`src/wmba_pkg.sv`:
```
// Overview of operation
// - One instruction cycle is one core clock
// - Internal RAM or no access uses short count
// - Operand outside internal RAM uses longer count
// - Counts assume program fetched from internal ROM
// - External byte reads add read waits, except short direct forms
// - Word load/store direct: 3 bytes, 10 cycles
// - Word accumulator moves only with other pairs
// - Add writes sum, carry, all flags
// - Add-with-carry to short direct byte writes back
// - Subtract from short direct byte returns borrow
// - Subtract-with-borrow subtracts operand and carry
// - AND updates zero flag only
// - Accumulator-immediate forms: 2 bytes, 4 cycles
// - Register-destination forms write back the register
// - Unaffected flags keep their previous value
// - Short direct window FE20-FF1F, word even only
// - Special-register forms cannot reach FFD0-FFDF
package wmba_pkg;
  localparam int CLK_PERIOD_NS = 20;
  localparam int CLK_FREQ_MHZ = 50;
  localparam int CLKS_PER_INSTR_CYCLE = (CLK_PERIOD_NS * CLK_FREQ_MHZ) / 1000;
  localparam logic [15:0] SADDR_LO = 16'hfe20;
  localparam logic [15:0] SADDR_HI = 16'hff1f;
  localparam logic [15:0] SFR_HOLE_LO = 16'hffd0;
  localparam logic [15:0] SFR_HOLE_HI = 16'hffdf;
  localparam logic [1:0] PAIR_ACC = 2'h0;
  localparam logic [7:0] BYTE_ZERO = 8'h00;
  localparam logic [3:0] NIB_MAX = 4'hf;
  localparam logic [5:0] CYC_REG = 6'h04;
  localparam logic [5:0] CYC_SADDR_IMM_INT = 6'h06;
  localparam logic [5:0] CYC_SADDR_IMM_EXT = 6'h08;
  localparam logic [5:0] CYC_SADDR_INT = 6'h04;
  localparam logic [5:0] CYC_SADDR_EXT = 6'h05;
  localparam logic [5:0] CYC_FAR_INT = 6'h08;
  localparam logic [5:0] CYC_FAR_EXT = 6'h09;
  localparam logic [5:0] CYC_HL_INT = 6'h04;
  localparam logic [5:0] CYC_HL_EXT = 6'h05;
  localparam logic [5:0] CYC_W16_INT = 6'h0a;
  localparam logic [5:0] CYC_W16_EXT = 6'h0c;
  localparam logic [5:0] CYC_ONE = 6'h01;
  localparam logic [2:0] LEN_1 = 3'h1;
  localparam logic [2:0] LEN_2 = 3'h2;
  localparam logic [2:0] LEN_3 = 3'h3;

  typedef enum logic [2:0] {
    OP_ADD = 3'b000,
    OP_ADD_WITH_CARRY = 3'b001,
    OP_SUB = 3'b010,
    OP_SUBTRACT_WITH_BORROW = 3'b011,
    OP_AND = 3'b100,
    OP_WORD_MOVE = 3'b101,
    OP_WORD_EXCHANGE = 3'b110
  } wmba_op_t;

  typedef enum logic [3:0] {
    FM_ACC_IMM = 4'b0000,
    FM_REG_ACC = 4'b0001,
    FM_ACC_REG = 4'b0010,
    FM_SADDR_IMM = 4'b0011,
    FM_ACC_SADDR = 4'b0100,
    FM_ACC_ADDR16 = 4'b0101,
    FM_ACC_PTR = 4'b0110,
    FM_ACC_PTR_DISP = 4'b0111,
    FM_ACC_PTR_IDX = 4'b1000,
    FM_WACC_FROM_PAIR = 4'b1001,
    FM_PAIR_FROM_WACC = 4'b1010,
    FM_WLOAD_ADDR16 = 4'b1011,
    FM_WSTORE_ADDR16 = 4'b1100,
    FM_WACC_SADDRP = 4'b1101
  } wmba_form_t;

  typedef struct packed {
    wmba_op_t op;
    wmba_form_t form;
    logic [7:0] dst;
    logic [7:0] src;
    logic [15:0] word_accumulator;
    logic [15:0] word_operand;
    logic [1:0] register_pair_operand;
    logic [15:0] addr;
    logic ext;
    logic sfr_sel;
    logic [3:0] wait_rd;
    logic [3:0] wait_wr;
  } wmba_req_t;

  typedef struct packed {
    logic zero_flag;
    logic aux_carry_flag;
    logic carry_flag;
  } wmba_flags_t;

  typedef struct packed {
    logic [7:0] byte_res;
    logic [15:0] word_accumulator;
    logic [15:0] word_operand;
    wmba_flags_t flags;
    logic [2:0] len;
    logic [5:0] cycles;
  } wmba_res_t;
endpackage

```
`src/wmba_exec.sv`:
```
`timescale 1ns/100ps
module wmba_exec import wmba_pkg::*; (
  // Clock and reset
  input wire logic CORE_CLK_I,
  input wire logic RST_B_I,
  // Request
  input wire logic REQ_VALID_I,
  input wire wmba_req_t REQ_I,
  output logic REQ_READY_O,
  // Result
  output logic DONE_O,
  output logic ERR_O,
  output wmba_res_t RES_O
);
  typedef enum logic {ST_IDLE = 1'b0, ST_EXEC = 1'b1} wmba_state_t;

  logic rst_meta_reg;
  logic rst_b_reg;
  wmba_state_t state_reg;
  logic [5:0] cnt_reg;
  logic done_reg;
  logic err_reg;
  wmba_res_t res_reg;
  wmba_flags_t flags_reg;
  logic accept;
  logic illegal;
  logic [5:0] cyc;
  logic [2:0] len;
  logic [8:0] sum9;
  logic [4:0] nib5;
  logic [7:0] alu_byte;
  wmba_flags_t flags_next;
  logic [5:0] n6;
  logic [5:0] m6;

  always_ff @(posedge CORE_CLK_I or negedge RST_B_I) begin
    if (!RST_B_I) begin
      rst_meta_reg <= 1'b0;
      rst_b_reg <= 1'b0;
    end else begin
      rst_meta_reg <= 1'b1;
      rst_b_reg <= rst_meta_reg;
    end
  end

  assign REQ_READY_O = (state_reg == ST_IDLE);
  assign accept = REQ_VALID_I && REQ_READY_O;
  assign n6 = {2'b00, REQ_I.wait_rd};
  assign m6 = {2'b00, REQ_I.wait_wr};

  // Cycle and length table; figures hold for internal ROM fetch
  always_comb begin
    cyc = CYC_REG;
    len = LEN_2;
    case (REQ_I.form)
      FM_ACC_IMM, FM_REG_ACC, FM_ACC_REG: begin
        cyc = CYC_REG;
        len = LEN_2;
      end
      FM_SADDR_IMM: begin
        cyc = REQ_I.ext ? CYC_SADDR_IMM_EXT : CYC_SADDR_IMM_INT;
        len = LEN_3;
      end
      FM_ACC_SADDR: begin
        cyc = REQ_I.ext ? CYC_SADDR_EXT : CYC_SADDR_INT;
        len = LEN_2;
      end
      FM_ACC_ADDR16: begin
        cyc = REQ_I.ext ? 6'(CYC_FAR_EXT + n6) : CYC_FAR_INT;
        len = LEN_3;
      end
      FM_ACC_PTR: begin
        cyc = REQ_I.ext ? 6'(CYC_HL_EXT + n6) : CYC_HL_INT;
        len = LEN_1;
      end
      FM_ACC_PTR_DISP, FM_ACC_PTR_IDX: begin
        cyc = REQ_I.ext ? 6'(CYC_FAR_EXT + n6) : CYC_FAR_INT;
        len = LEN_2;
      end
      FM_WACC_FROM_PAIR, FM_PAIR_FROM_WACC: begin
        cyc = CYC_REG;
        len = LEN_1;
      end
      FM_WLOAD_ADDR16: begin
        cyc = REQ_I.ext ? 6'(CYC_W16_EXT + (n6 << 1)) : CYC_W16_INT;
        len = LEN_3;
      end
      FM_WSTORE_ADDR16: begin
        cyc = REQ_I.ext ? 6'(CYC_W16_EXT + (m6 << 1)) : CYC_W16_INT;
        len = LEN_3;
      end
      FM_WACC_SADDRP: begin
        cyc = REQ_I.ext ? CYC_SADDR_IMM_EXT : CYC_SADDR_IMM_INT;
        len = LEN_2;
      end
      default: begin
        cyc = CYC_REG;
        len = LEN_2;
      end
    endcase
  end

  // Illegal operand combinations finish at once and change nothing
  always_comb begin
    illegal = 1'b0;
    if ((REQ_I.form == FM_SADDR_IMM || REQ_I.form == FM_ACC_SADDR || REQ_I.form == FM_WACC_SADDRP) &&
        (REQ_I.addr < SADDR_LO || REQ_I.addr > SADDR_HI)) begin
      illegal = 1'b1;
    end
    if (REQ_I.form == FM_WACC_SADDRP && REQ_I.addr[0]) begin
      illegal = 1'b1;
    end
    if (REQ_I.sfr_sel && REQ_I.addr >= SFR_HOLE_LO && REQ_I.addr <= SFR_HOLE_HI) begin
      illegal = 1'b1;
    end
    if ((REQ_I.op == OP_WORD_MOVE || REQ_I.op == OP_WORD_EXCHANGE) &&
        (REQ_I.form == FM_WACC_FROM_PAIR || REQ_I.form == FM_PAIR_FROM_WACC) &&
        REQ_I.register_pair_operand == PAIR_ACC) begin
      illegal = 1'b1;
    end
    if (REQ_I.op == OP_WORD_EXCHANGE && REQ_I.form != FM_WACC_FROM_PAIR) begin
      illegal = 1'b1;
    end
    if ((REQ_I.op == OP_WORD_MOVE) != (REQ_I.form >= FM_WACC_FROM_PAIR) && REQ_I.op != OP_WORD_EXCHANGE) begin
      illegal = 1'b1;
    end
    if (REQ_I.form > FM_WACC_SADDRP) begin
      illegal = 1'b1;
    end
  end

  // Byte arithmetic; subtract has its own subtractor, and its borrow lands in the carry bit
  always_comb begin
    sum9 = 9'h000;
    nib5 = 5'h00;
    alu_byte = BYTE_ZERO;
    flags_next = flags_reg;
    case (REQ_I.op)
      OP_ADD, OP_ADD_WITH_CARRY: begin
        sum9 = 9'({1'b0, REQ_I.dst} + {1'b0, REQ_I.src} + 9'(REQ_I.op == OP_ADD_WITH_CARRY && flags_reg.carry_flag));
        nib5 = 5'({1'b0, REQ_I.dst[3:0]} + {1'b0, REQ_I.src[3:0]} +
                  5'(REQ_I.op == OP_ADD_WITH_CARRY && flags_reg.carry_flag));
        alu_byte = sum9[7:0];
        flags_next.carry_flag = sum9[8];
        flags_next.aux_carry_flag = nib5[4];
        flags_next.zero_flag = (alu_byte == BYTE_ZERO);
      end
      OP_SUB, OP_SUBTRACT_WITH_BORROW: begin
        sum9 = 9'({1'b0, REQ_I.dst} - {1'b0, REQ_I.src} -
                  9'(REQ_I.op == OP_SUBTRACT_WITH_BORROW && flags_reg.carry_flag));
        nib5 = 5'({1'b0, REQ_I.dst[3:0]} - {1'b0, REQ_I.src[3:0]} -
                  5'(REQ_I.op == OP_SUBTRACT_WITH_BORROW && flags_reg.carry_flag));
        alu_byte = sum9[7:0];
        flags_next.carry_flag = sum9[8];
        flags_next.aux_carry_flag = nib5[4];
        flags_next.zero_flag = (alu_byte == BYTE_ZERO);
      end
      OP_AND: begin
        alu_byte = REQ_I.dst & REQ_I.src;
        flags_next.zero_flag = (alu_byte == BYTE_ZERO);
      end
      default: begin
        alu_byte = REQ_I.dst;
      end
    endcase
  end

  always_ff @(posedge CORE_CLK_I or negedge rst_b_reg) begin
    if (!rst_b_reg) begin
      state_reg <= ST_IDLE;
      cnt_reg <= 6'h00;
      done_reg <= 1'b0;
      err_reg <= 1'b0;
    end else begin
      done_reg <= 1'b0;
      case (state_reg)
        ST_IDLE: begin
          if (accept && illegal) begin
            done_reg <= 1'b1;
            err_reg <= 1'b1;
          end else if (accept) begin
            state_reg <= ST_EXEC;
            cnt_reg <= 6'(cyc - CYC_ONE);
            err_reg <= 1'b0;
          end
        end
        ST_EXEC: begin
          cnt_reg <= 6'(cnt_reg - CYC_ONE);
          if (cnt_reg == CYC_ONE) begin
            done_reg <= 1'b1;
            state_reg <= ST_IDLE;
          end
        end
        default: state_reg <= ST_IDLE;
      endcase
    end
  end

  // Flags and results commit on acceptance so a following carry chain sees them
  always_ff @(posedge CORE_CLK_I or negedge rst_b_reg) begin
    if (!rst_b_reg) begin
      flags_reg <= '0;
      res_reg <= '0;
    end else if (accept && !illegal) begin
      flags_reg <= flags_next;
      res_reg.flags <= flags_next;
      res_reg.byte_res <= alu_byte;
      res_reg.len <= len;
      res_reg.cycles <= cyc;
      res_reg.word_accumulator <= REQ_I.word_accumulator;
      res_reg.word_operand <= REQ_I.word_operand;
      if (REQ_I.form == FM_WACC_FROM_PAIR || REQ_I.form == FM_WLOAD_ADDR16 || REQ_I.form == FM_WACC_SADDRP) begin
        res_reg.word_accumulator <= REQ_I.word_operand;
      end
      if (REQ_I.op == OP_WORD_EXCHANGE || REQ_I.form == FM_PAIR_FROM_WACC || REQ_I.form == FM_WSTORE_ADDR16) begin
        res_reg.word_operand <= REQ_I.word_accumulator;
      end
    end
  end

  assign DONE_O = done_reg;
  assign ERR_O = err_reg;
  assign RES_O = res_reg;

  // Checking helpers
  logic [5:0] elapsed_reg;
  always_ff @(posedge CORE_CLK_I or negedge rst_b_reg) begin
    if (!rst_b_reg) begin
      elapsed_reg <= 6'h00;
    end else if (accept) begin
      elapsed_reg <= CYC_ONE;
    end else if (state_reg == ST_EXEC) begin
      elapsed_reg <= 6'(elapsed_reg + CYC_ONE);
    end
  end
endmodule

```
`config.mk`:
```
export PLATFORM = sky130hd
export DESIGN_NAME = wmba_exec
export DESIGN_NICKNAME = d
export VERILOG_FILES = /design/src/wmba_pkg.sv /design/src/wmba_exec.sv
export SDC_FILE = /design/constraint.sdc
export NUM_CORES = 1
export LEC_CHECK = 0
export ABC_CLOCK_PERIOD_IN_PS = 4050
export CAP_MARGIN = 0
export CORE_MARGIN = 2
export CORE_UTILIZATION = 55
export CTS_CLUSTER_DIAMETER = 150
export CTS_CLUSTER_SIZE = 30
export DETAILED_ROUTE_END_ITERATION = 6
export DONT_BUFFER_PORTS = 1
export PLACE_DENSITY = 0.79
export SETUP_SLACK_MARGIN = 0.05
export SYNTH_ARGS = -nofsm -noshare
export SYNTH_HDL_FRONTEND = slang
export SYNTH_SLANG_ARGS = --single-unit
export TNS_END_PERCENT = 20
```
`constraint.sdc`:
```
create_clock -name CORE_CLK_I -period 4.05 [get_ports CORE_CLK_I]
set_clock_uncertainty 0.05 [all_clocks]
set_input_delay 0.6075 -clock CORE_CLK_I [delete_from_list [all_inputs] [get_ports CORE_CLK_I]]
set_output_delay 0.6075 -clock CORE_CLK_I [all_outputs]
set_load 0.005 [all_outputs]
```
==> qor.yml <==
status: "finished, final reports clean"
switching_share: 0.353
async_flop_share: 1.00
layout_commonest_cell: "nor2_1"
core_area_um2: 8680
dp_cells: 632
hold_viol: 0
h-tree-depth: 3
layout-drive-gt1-share: 0.0610
crit_path_start: "RES_O[9]"
final_area_um2: 5070
ant_nets: 0
ir_drop_v: 0.000201
whs_ps: 153
multi_input_area_um2: 2970
syn_inst: 555
netlist_area_um2: 4890
post-route-drc-count: 0
regArea_um2: 1550
p_int_mw: 1.68
finalMaxSlewViolations: 0
grt_max_degree: 42
dp_slack_ps: 629
fillCellCount: 805
largest_register_ffs: 49
power_switching_mw: 0.919
ys.flop_type: "dfrtp_1"
port_buffers: 0
worstPathArrival_ps: 3370
fin_util: 0.585
die_w_um: 98.3
grt_overflow: 0
yosys_warnings: 0
rr_worst_depth: 11
cts_buffer_depth: 2
maxCapViolations: 0
pwr-share-clk: 0.246
syn_to_final_growth_pct: 3.76
comb_power_share: 0.296
die_h_um: 98.3
period_needed_ps: 3210
antenna_found_initial: 0
routabilityCongestion: 0.842
slew_headroom: 0.190
cts_tree: "yes"
clkSlewWorstSetupHoldPaths_ps: 70
diodes: 0
grt_usage: 0.228
synth-seq-area-share: 0.317
finalCritPeriodShare: 0.792
postPlaceCellArea_um2: 4830
cp-start-kind: "register"
clk_latency_ps: 330
wl_um: 11200
via_count: 3896
min_path_type: "register to asynchronous set/reset pin"
root_buffer: "clkbuf_8"
drt-vias-per-instance: 6.00
fin_nets: 656
p_leak_nw: 2.25
stdcell_count: 649
crit_fanout: 3
crit_type: "register to register"
dp_hpwl_um: 8600
initial_utilization: 0.564
r2r_start: "RES_O[9]"
grt_pass1_vias: 3937
power.density_nw_per_um2: 513
synth_nets: 675
finalPower_mw: 2.60
fmax_mhz: 312
ios: 141
grt_pass1_wl_um: 18200
row_count: 34
setup-violations-final: 0
mostFrequentLayoutCells: "63 x nor2_1, 61 x dfrtp_1, 50 x a21oi_1"
seqPwrFrac: 0.458
first_pass_iters: 4
cts_made_buffers: 9
yosys.cell_types.count: 68
cts_setup_buffers: 0
synth_edf_count: 0
required_ps: 4210
rsz0062_at_grt: "no"
endpoint_kind: "register"
ys_ff_latch: 62
finalSetupTns_ps: 0
cts.sinks: 62
first_iter_violations: 155
syn_area_per_cell_um2: 8.81
die_area_um2: 9660
worst_slew_pin_slew_ps: 1210
worst_slack_ps: 844
wire_per_inst_um: 17.2
[final timing paths]
path                        endpoint  slack (ps)
setup reg to reg            RES_O[9]         840
setup / recovery            RES_O[9]         840
hold reg to reg            RES_O[36]         150
min in group CORE_CLK_I    rst_b_reg         300
max in group asynchronous  RES_O[27]        2940
hold / removal             RES_O[36]         150
[worst max-delay path, cell delays in order (launching register included)]
cell and delay (ps):
dfrtp_1 430, nand2_1 90, or2_2 310, fa_1 420
fa_1 440, nand2b_1 190, a211oi_1 270, o21bai_1 130
a31oi_1 230, xnor2_1 150, a22oi_1 110, mux2_2 280
[layout make-up]
cell class                 count  share of cell area
multi-input combinational    420               0.585
clock inverter                 6              0.0214
clock buffer                  10              0.0251
timing repair buffer           5             0.00789
inverter                      38              0.0281
tap                          108              0.0266
sequential                    62               0.306
[logic make-up (layout without fill, tap and decap cells)]
logic type	Yosys count	count (layout)	synth area share
simple gates	161	161	0.168
compound gates	140	140	0.180
buf+inv	73	59	0.0770
flops	62	62	0.317
mux	48	48	0.101
xor+xnor	35	35	0.0627
fa+ha+maj	34	34	0.0931
other cells	2	2	0.00154
[power groups by stage]
stage | sequential, mW | combinational, mW | clock [mW]
after floorplan | 1.11 | 0.673 | 0
after global placement | 1.19 | 0.724 | 0
after detailed placement | 1.21 | 0.769 | 0
after CTS | 1.20 | 0.774 | 0.652
after global routing | 1.22 | 0.882 | 0.679
final | 1.19 | 0.770 | 0.641
[synth_stat cells (all sizes together), types with 3 or more instances]
cell	n	area (µm²)
nor3b	3	22.5
a21o	6	45.0
fa	4	80.1
nand2b	8	50.1
a31oi	8	50.1
nand4	3	18.8
nor3	11	60.1
o21bai	4	30.0
inv	36	135
o211ai	8	60.1
nor4	5	37.5
a221oi	3	26.3
o31ai	3	22.5
nor2	63	236
nand4b	5	43.8
buf	26	200
dfrtp	62	1550
nand3b	4	30.0
nor2b	5	31.3
o31a	3	26.3
o22ai	3	18.8
xor2	17	149
mux2i	39	390
xnor2	18	158
clkbuf	9	33.8
ha	30	375
and2	3	18.8
nand2	31	116
a211oi	5	37.5
mux2	9	101
nand3	5	25.0
a21oi	51	259
o21ai	29	149
[metal layers]
metal  part of all wire  GRT usage  routed length [µm]
met5                  0          0                   0
met4              0.016     0.0748                 183
met3              0.061     0.0508                 676
met2               0.51      0.405                5730
met1               0.41      0.273                4560
[timing repair]
item,in CTS,in global routing
hold buffers,1,0
hold endpoints to repair,2,0
gates resized for setup,0,0
No activity file was read; power rests on OpenSTA's default activity.
